<file path="src/hdl/flash_host_defs.svh">
// Function
// - Read: host drives chip select and output enable low, write high.
// - Write: host drives write enable and chip select low, output high.
// - In bypass mode a program takes two write cycles, not four.
// - Host has no high-voltage pin; bypass programming comes by command only.
`ifndef FLASH_HOST_DEFS_SVH
`define FLASH_HOST_DEFS_SVH
`define CLK_PERIOD_NS      8
`define T_ACCESS_NS        70
`define T_ACCESS_CYC       ((`T_ACCESS_NS + `CLK_PERIOD_NS - 1) / `CLK_PERIOD_NS)
`define T_RESET_PULSE_NS   500
`define T_RESET_PULSE_CYC  ((`T_RESET_PULSE_NS + `CLK_PERIOD_NS - 1) / `CLK_PERIOD_NS)
`define T_RECOVERY_NS      200
`define T_RECOVERY_CYC     ((`T_RECOVERY_NS + `CLK_PERIOD_NS - 1) / `CLK_PERIOD_NS)
`define T_WRITE_PULSE_NS   40
`define T_WRITE_PULSE_CYC  ((`T_WRITE_PULSE_NS + `CLK_PERIOD_NS - 1) / `CLK_PERIOD_NS)
`define BANK_MSB           21
`define BANK_LSB           20
`define SMALL_SECT_END     22'h007fff
`endif

</file>
<file path="src/hdl/flash_host_pkg.sv">
package flash_host_pkg;
    typedef enum logic [2:0] {
        ST_RESET   = 3'b000,
        ST_RECOVER = 3'b001,
        ST_IDLE    = 3'b010,
        ST_READ    = 3'b011,
        ST_WRITE   = 3'b100,
        ST_GAP     = 3'b101
    } host_state_e;

    typedef struct packed {
        logic        chip_select_n;
        logic        output_enable_n;
        logic        write_enable_n;
        logic        reset_n;
        logic        width_select;
        logic [21:0] addr;
    } flash_ctl_s;
endpackage

</file>
<file path="src/hdl/flash_host.sv">
`timescale 1ns/10ps
`default_nettype none
`include "flash_host_defs.svh"
module flash_host (
    // Clock and reset.
    input  wire logic                     core_clk,
    input  wire logic                     rst,
    // User request port.
    input  wire logic                     req_valid,
    input  wire logic                     req_write,
    input  wire logic [21:0]              req_addr,
    input  wire logic [15:0]              req_wdata,
    input  wire logic                     req_byte,
    input  wire logic                     req_reset,
    output logic                          req_ready,
    output logic                          rsp_valid,
    output logic [15:0]                   rsp_rdata,
    output logic [1:0]                    rsp_bank,
    output logic                          rsp_small_sector,
    output logic                          flash_busy,
    // Flash pins.
    output flash_host_pkg::flash_ctl_s    ctl,
    output logic                          byte_addr_lsb,
    input  wire logic [15:0]              dq_in,
    output logic [15:0]                   dq_out,
    output logic                          dq_oe,
    input  wire logic                     ready_busy_n
);
    import flash_host_pkg::*;

    // ------------------------------------------------------------------
    // Pin synchronisers
    // ------------------------------------------------------------------
    logic [15:0] dq_s1_r, dq_s2_r;
    logic        rb_s1_r, rb_s2_r;
    // Two stages keep metastability off the capture path.
    always_ff @(posedge core_clk) begin
        dq_s1_r <= dq_in;
        dq_s2_r <= dq_s1_r;
        rb_s1_r <= ready_busy_n;
        rb_s2_r <= rb_s1_r;
    end

    // ------------------------------------------------------------------
    // Sequencer
    // ------------------------------------------------------------------
    host_state_e state_r, state_nxt;
    logic [7:0]  cnt_r, cnt_nxt;
    flash_ctl_s  ctl_r, ctl_nxt;
    logic [15:0] wdata_r, wdata_nxt;
    logic        lsb_r, lsb_nxt;
    logic [15:0] rdata_r, rdata_nxt;
    logic        rsp_r, rsp_nxt;
    logic        req_byte_r;
    logic [1:0]  bank_r;
    logic        small_r;

    wire cnt_done = (cnt_r == 8'h00);
    wire idle     = (state_r == ST_IDLE);
    // Bank and sector decode of the request address.
    wire [1:0] req_bank_w  = req_addr[`BANK_MSB:`BANK_LSB];
    wire       small_sec_w = (req_addr <= `SMALL_SECT_END) ;

    assign req_ready = idle && !req_reset;

    // Next-state logic drives the pins level by level per bus cycle.
    always_comb begin
        state_nxt = state_r;
        cnt_nxt   = cnt_done ? 8'h00 : cnt_r - 8'h01;
        ctl_nxt   = ctl_r;
        wdata_nxt = wdata_r;
        lsb_nxt   = lsb_r;
        rdata_nxt = rdata_r;
        rsp_nxt   = 1'b0;
        case (state_r)
            ST_RESET: begin
                ctl_nxt.reset_n         = 1'b0;
                ctl_nxt.chip_select_n   = 1'b1;
                ctl_nxt.output_enable_n = 1'b1;
                ctl_nxt.write_enable_n  = 1'b1;
                if (cnt_done) begin
                    ctl_nxt.reset_n = 1'b1;
                    cnt_nxt   = 8'(`T_RECOVERY_CYC);
                    state_nxt = ST_RECOVER;
                end
            end
            ST_RECOVER: begin
                // Wait recovery and busy release before any access.
                // Requests stay refused until then, so the user can only
                // re-issue an interrupted sequence once the device is ready.
                if (cnt_done && rb_s2_r) begin
                    state_nxt = ST_IDLE;
                end
            end
            ST_IDLE: begin
                if (req_reset) begin
                    // Pull the pin low at once so the pulse counts from
                    // the edge that takes the request.
                    ctl_nxt.reset_n = 1'b0;
                    cnt_nxt   = 8'(`T_RESET_PULSE_CYC);
                    state_nxt = ST_RESET;
                end else if (req_valid) begin
                    ctl_nxt.addr          = req_addr;
                    ctl_nxt.width_select  = !req_byte;
                    lsb_nxt               = req_addr[0] & req_byte;
                    ctl_nxt.chip_select_n = 1'b0;
                    wdata_nxt             = req_wdata;
                    if (req_write) begin
                        ctl_nxt.write_enable_n  = 1'b0;
                        ctl_nxt.output_enable_n = 1'b1;
                        // One request is one bus cycle, so a bypass
                        // program costs the user two requests.
                        cnt_nxt   = 8'(`T_WRITE_PULSE_CYC);
                        state_nxt = ST_WRITE;
                    end else begin
                        ctl_nxt.output_enable_n = 1'b0;
                        ctl_nxt.write_enable_n  = 1'b1;
                        // Full access time plus sync latency covers
                        // standby exit as well.
                        cnt_nxt   = 8'(`T_ACCESS_CYC + 2);
                        state_nxt = ST_READ;
                    end
                end
            end
            ST_READ: begin
                if (cnt_done) begin
                    rdata_nxt = req_byte_r ? {8'h00, dq_s2_r[7:0]}
                                           : dq_s2_r;
                    rsp_nxt   = 1'b1;
                    ctl_nxt.output_enable_n = 1'b1;
                    ctl_nxt.chip_select_n   = 1'b1;
                    state_nxt = ST_GAP;
                end
            end
            ST_WRITE: begin
                if (cnt_done) begin
                    ctl_nxt.write_enable_n = 1'b1;
                    ctl_nxt.chip_select_n  = 1'b1;
                    rsp_nxt   = 1'b1;
                    state_nxt = ST_GAP;
                end
            end
            ST_GAP: begin
                state_nxt = ST_IDLE;
            end
            default: begin
                state_nxt = ST_IDLE;
            end
        endcase
    end

    // Reset pulses the flash too, so the device starts in read-array mode.
    always_ff @(posedge core_clk) begin
        if (rst) begin
            state_r <= ST_RESET;
            cnt_r   <= 8'(`T_RESET_PULSE_CYC);
            ctl_r   <= '{1'b1, 1'b1, 1'b1, 1'b0, 1'b1, 22'h000000};
            wdata_r <= 16'h0000;
            lsb_r   <= 1'b0;
            rdata_r <= 16'h0000;
            rsp_r   <= 1'b0;
            req_byte_r <= 1'b0;
            bank_r  <= 2'h0;
            small_r <= 1'b0;
        end else begin
            state_r <= state_nxt;
            cnt_r   <= cnt_nxt;
            ctl_r   <= ctl_nxt;
            wdata_r <= wdata_nxt;
            lsb_r   <= lsb_nxt;
            rdata_r <= rdata_nxt;
            rsp_r   <= rsp_nxt;
            if (idle && req_valid && !req_reset) begin
                req_byte_r <= req_byte;
                bank_r     <= req_bank_w;
                small_r    <= small_sec_w;
            end
        end
    end

    // ------------------------------------------------------------------
    // Outputs
    // ------------------------------------------------------------------
    // Every control pin comes from a register at all times, so none floats.
    assign ctl              = ctl_r;
    // Data bus is driven only during write cycles so it never fights
    // the device during reads.
    assign byte_addr_lsb    = lsb_r;
    assign dq_out           = wdata_r;
    assign dq_oe            = (state_r == ST_WRITE);
    assign rsp_valid        = rsp_r;
    assign rsp_rdata        = rdata_r;
    assign rsp_bank         = bank_r;
    assign rsp_small_sector = small_r;
    // Busy is a level; a new access to another bank is still allowed.
    assign flash_busy       = !rb_s2_r;
endmodule
`default_nettype wire

</file>
<file path="config.mk">
export PLATFORM = sky130hd
export DESIGN_NAME = flash_host
export DESIGN_NICKNAME = d
export VERILOG_FILES = /design/src/hdl/flash_host_pkg.sv /design/src/hdl/flash_host.sv
export VERILOG_INCLUDE_DIRS = /design/src /design/src/hdl
export SDC_FILE = /design/constraint.sdc
export NUM_CORES = 1
export LEC_CHECK = 0
export BUFFER_PORTS_ARGS = -buffer_cell sky130_fd_sc_hd__buf_4
export CAP_MARGIN = 20
export CORE_MARGIN = 1
export CORE_UTILIZATION = 45
export DETAILED_ROUTE_END_ITERATION = 16
export GPL_TIMING_DRIVEN = 0
export MAX_ROUTING_LAYER = met4
export PLACE_DENSITY = 0.73
export SLEW_MARGIN = 20
export SYNTH_ARGS = -nofsm -noshare
export SYNTH_HDL_FRONTEND = slang
export SYNTH_SLANG_ARGS = --single-unit
</file>
<file path="constraint.sdc">
create_clock -name core_clk -period 2.43 [get_ports core_clk]
set_input_delay 0.1215 -clock core_clk [delete_from_list [all_inputs] [get_ports core_clk]]
set_output_delay 0.1215 -clock core_clk [all_outputs]
set_load 0.02 [all_outputs]
</file>
==> flow_summary_export.csv <==
group,metric,value,unit
grt,grt_pass1_wl,15900,µm
worst_setup_path,cp_top_family,"compound AO/OA/AOI/OAI gates",
final_layout,drive_above_1_share,24.8,%
clock_tree,clock-root-buffer,"clkbuf_8",
final_layout,areaGrowthSynthToFinish,47.9,%
clock_tree,worstSkewPairLatency,0.38,ns
synthesis,synth_fp_nets,473,
worst_setup_path,critPathSlowestCell,"a2111o_1",
sta,slew_viol_final,0,
final_layout,num-fill-cells,621,
final_layout,multi_input_area,1370,µm²
synthesis,syn-cell-area,3700,µm²
synthesis,synth_edf_count,0,
clock_tree,cts_buffers,9,
sta,fmax,464,MHz
floorplanning,die_area,8580,µm²
grt,grt_usage,24.5,%
clock_tree,cts_sinks,110,
sta,grt_setup_unrepaired,"false",
synthesis,yosysSeqAreaShare,59.6,%
worst_setup_path,critical_path_required,2.70,ns
synthesis,synthArstFlopShare,0,%
grt,grt_max_degree,22,
detailed_routing,via_per_inst,5.02,
sta,fin_worst_skew,0.0109,ns
worst_setup_path,path_cells,"inv_1 -> ha_1 -> nor4b_4 -> nand2_2 -> a221o_1 -> a2111o_1",
place,io_buffers,124,
detailed_routing,ant_nets,0,
detailed_routing,wl_per_cell,14.0,µm
clock_tree,cts_tree,"done",
floorplanning,initial_core_util,47.1,%
detailed_routing,drt_iter0_markers,173,
worst_setup_path,max_stage_delay,0.42,ns
sta,tns,0,ns
sta,hold_violations,0,
floorplanning,die_x,92.6,µm
pwr,power_leakage,2.25,nW
worst_setup_path,ff2ff_setup_slack,0.28,ns
worst_setup_path,cp-start-kind,"flip-flop",
synthesis,synth_area_leaders,"dfxtp_1, nand2_1, a21oi_1, clkbuf_1, nand3b_1",
detailed_routing,drt_pass1_iterations,4,
final_layout,fin_nets,659,
clock_tree,clockBufferDepth,2,
hold_path,hold_class,"primary input to flip-flop",
synthesis,synth_top_cell_by_area,"dfxtp_1",
final_layout,final-seq-area,2200,µm²
final_layout,layout_common_cells,"buf_4, nand2_1, dfxtp_1",
grt,grt_pass1_vias,3381,
floorplanning,io_pins,128,
synthesis,synthDistinctLibCells,41,
place,place_congestion,0.826,
sta,slew_headroom,61.6,%
detailed_routing,via_count,3536,
pwr,power_density,572,nW/µm²
sta,fin_crit_sh,88.6,%
synthesis,avgSynthCellArea,9.00,µm²
clock_tree,cts_resized,0,
synthesis,synth_cells,411,
place,hpwl,6620,µm
grt,grt_overflow,0,
floorplanning,rows,32,
sta,fin_crit,2.15,ns
clock_tree,clk_pin_slew,0.11,ns
final_layout,stdcell_count,704,
final_layout,mostFrequentLayoutCell,"buf_4",
floorplanning,die_height,92.6,µm
synthesis,ys_warn_count,0,
sta,worst_pin_slew,0.575,ns
synthesis,synth_top_area_share,59.6,%
pwr,irDropWorstVdd,0.437,mV
run,maxCapViolations,0,
final_layout,n_antenna_cell,0,
worst_setup_path,worstPathMaxFanout,8,
worst_setup_path,worstSetupPathType,"flip-flop to flip-flop",
synthesis,ys_seq_elements,110,
place,placed_cells,637,
detailed_routing,route.detailed.drc,0,
floorplanning,coreArea,7850,µm²
clock_tree,h-tree-depth,3,
worst_setup_path,crit_arrival,2.42,ns
sta,setup_viol,0,
worst_setup_path,critPathCaptureType,"flip-flop",
status,status,"finished clean",
grt,antenna_found_initial,0,
detailed_routing,wirelength,9880,µm
worst_setup_path,path_buf_inv,1,
synthesis,synth-main-ff-cell,"dfxtp_1",
-- what timing repair did --
item	in CTS	in global routing
hold buffers	51	0
endpoints found under the hold margin	51	0
buffers inserted	0	0
-- logic make-up (layout without fill, tap and decap cells) --
family	Yosys count	after routing	synth area share (%)
AOI/OAI and AO/OA	97	97	15.2
DFF	110	110	59.6
xor gates and xnor gates	3	3	0.711
muxes	2	2	0.541
adders and majority gates	1	1	0.338
buffers and inverters	32	223	3.45
and+or+nand+nor	166	166	20.2
-- report_power, final --
group	internal (mW)	switching [mW]
Sequential	1.84	0.0113
Clock	0.406	0.676
Combinational	0.126	0.0698
-- registers in the layout, indices dropped and copies added (netlist names) --
name	flops
dq_out	16
ctl	27
rsp_valid	1
byte_addr_lsb	1
rsp_small_sector	1
req_byte_r	1
rsp_rdata	16
state_r	3
cnt_r	8
dq_s1_r	16
rb_s1_r	1
dq_s2_r	16
rb_s2_r	1
rsp_bank	2
-- path summary, 6_finish.rpt --
path,from,to,depth (start not counted)
worst min-delay path,req_addr[15],ctl[15]$_SDFFE_PP0P_,3
worst min register to register,dq_s1_r[1]$_DFF_P_,dq_s2_r[1]$_DFF_P_,0
worst max-delay path,cnt_r[0]$_SDFF_PP1_,ctl[26]$_SDFFE_PP1P_,6
worst max register to register,cnt_r[0]$_SDFF_PP1_,ctl[26]$_SDFFE_PP1P_,6
-- cell type report --
cell class	count	area share (%)
Buffer	27	1.99
Inverter	5	0.343
Tap cell	102	2.33
Clock buffer	9	2.26
Sequential cell	110	40.3
Multi-Input combinational cell	269	25.0
Clock inverter	7	1.44
Timing Repair Buffer	175	26.4
-- routing by layer --
metal  GRT usage (%)  part of all wire [%]
met3            3.28                   4.0
met1            29.2                    44
met2            41.0                    50
met4            11.4                   2.6
met5               -                     0
-- worst register-to-register path, cell delays in order, from the launching register on --
cell	delay, ns
dfxtp_1	0.35
inv_1	0.06
ha_1	0.25
nor4b_4	0.37
nand2_2	0.20
a221o_1	0.39
a2111o_1	0.42
-- stage by stage --
stage	hold slack (ns)	util, %	power [mW]	instance area [µm²]	setup slack (ns)
finish	0.0195	69.7	3.13	5470	0.277
global route	0.00872	69.7	3.24	5470	0.158
CTS	0.00219	69.7	3.14	5470	0.300
detailed placement	0.227	60.6	2.02	4760	0.339
global placement	0.226	60.6	2.01	4760	0.369
floorplan	0.149	-	1.92	3700	0.588
-- synth_stat cells, types with 2 or more instances --
| cell type | number |
|---|---|
| a2111o_1 | 2 |
| a21boi_0 | 2 |
| a21o_1 | 3 |
| a21oi_1 | 67 |
| a221o_1 | 2 |
| and2_1 | 2 |
| and3_1 | 2 |
| and3b_1 | 2 |
| buf_2 | 6 |
| clkbuf_1 | 21 |
| dfxtp_1 | 110 |
| inv_1 | 5 |
| mux2i_1 | 2 |
| nand2_1 | 114 |
| nand3_1 | 5 |
| nand3b_1 | 9 |
| nor2_1 | 14 |
| nor2b_1 | 4 |
| nor3_1 | 6 |
| nor3b_1 | 3 |
| o21ai_0 | 5 |
| o21bai_1 | 2 |
| o31ai_1 | 3 |
| xor2_1 | 3 |
Note: power is estimated with default switching activity, not from simulation.
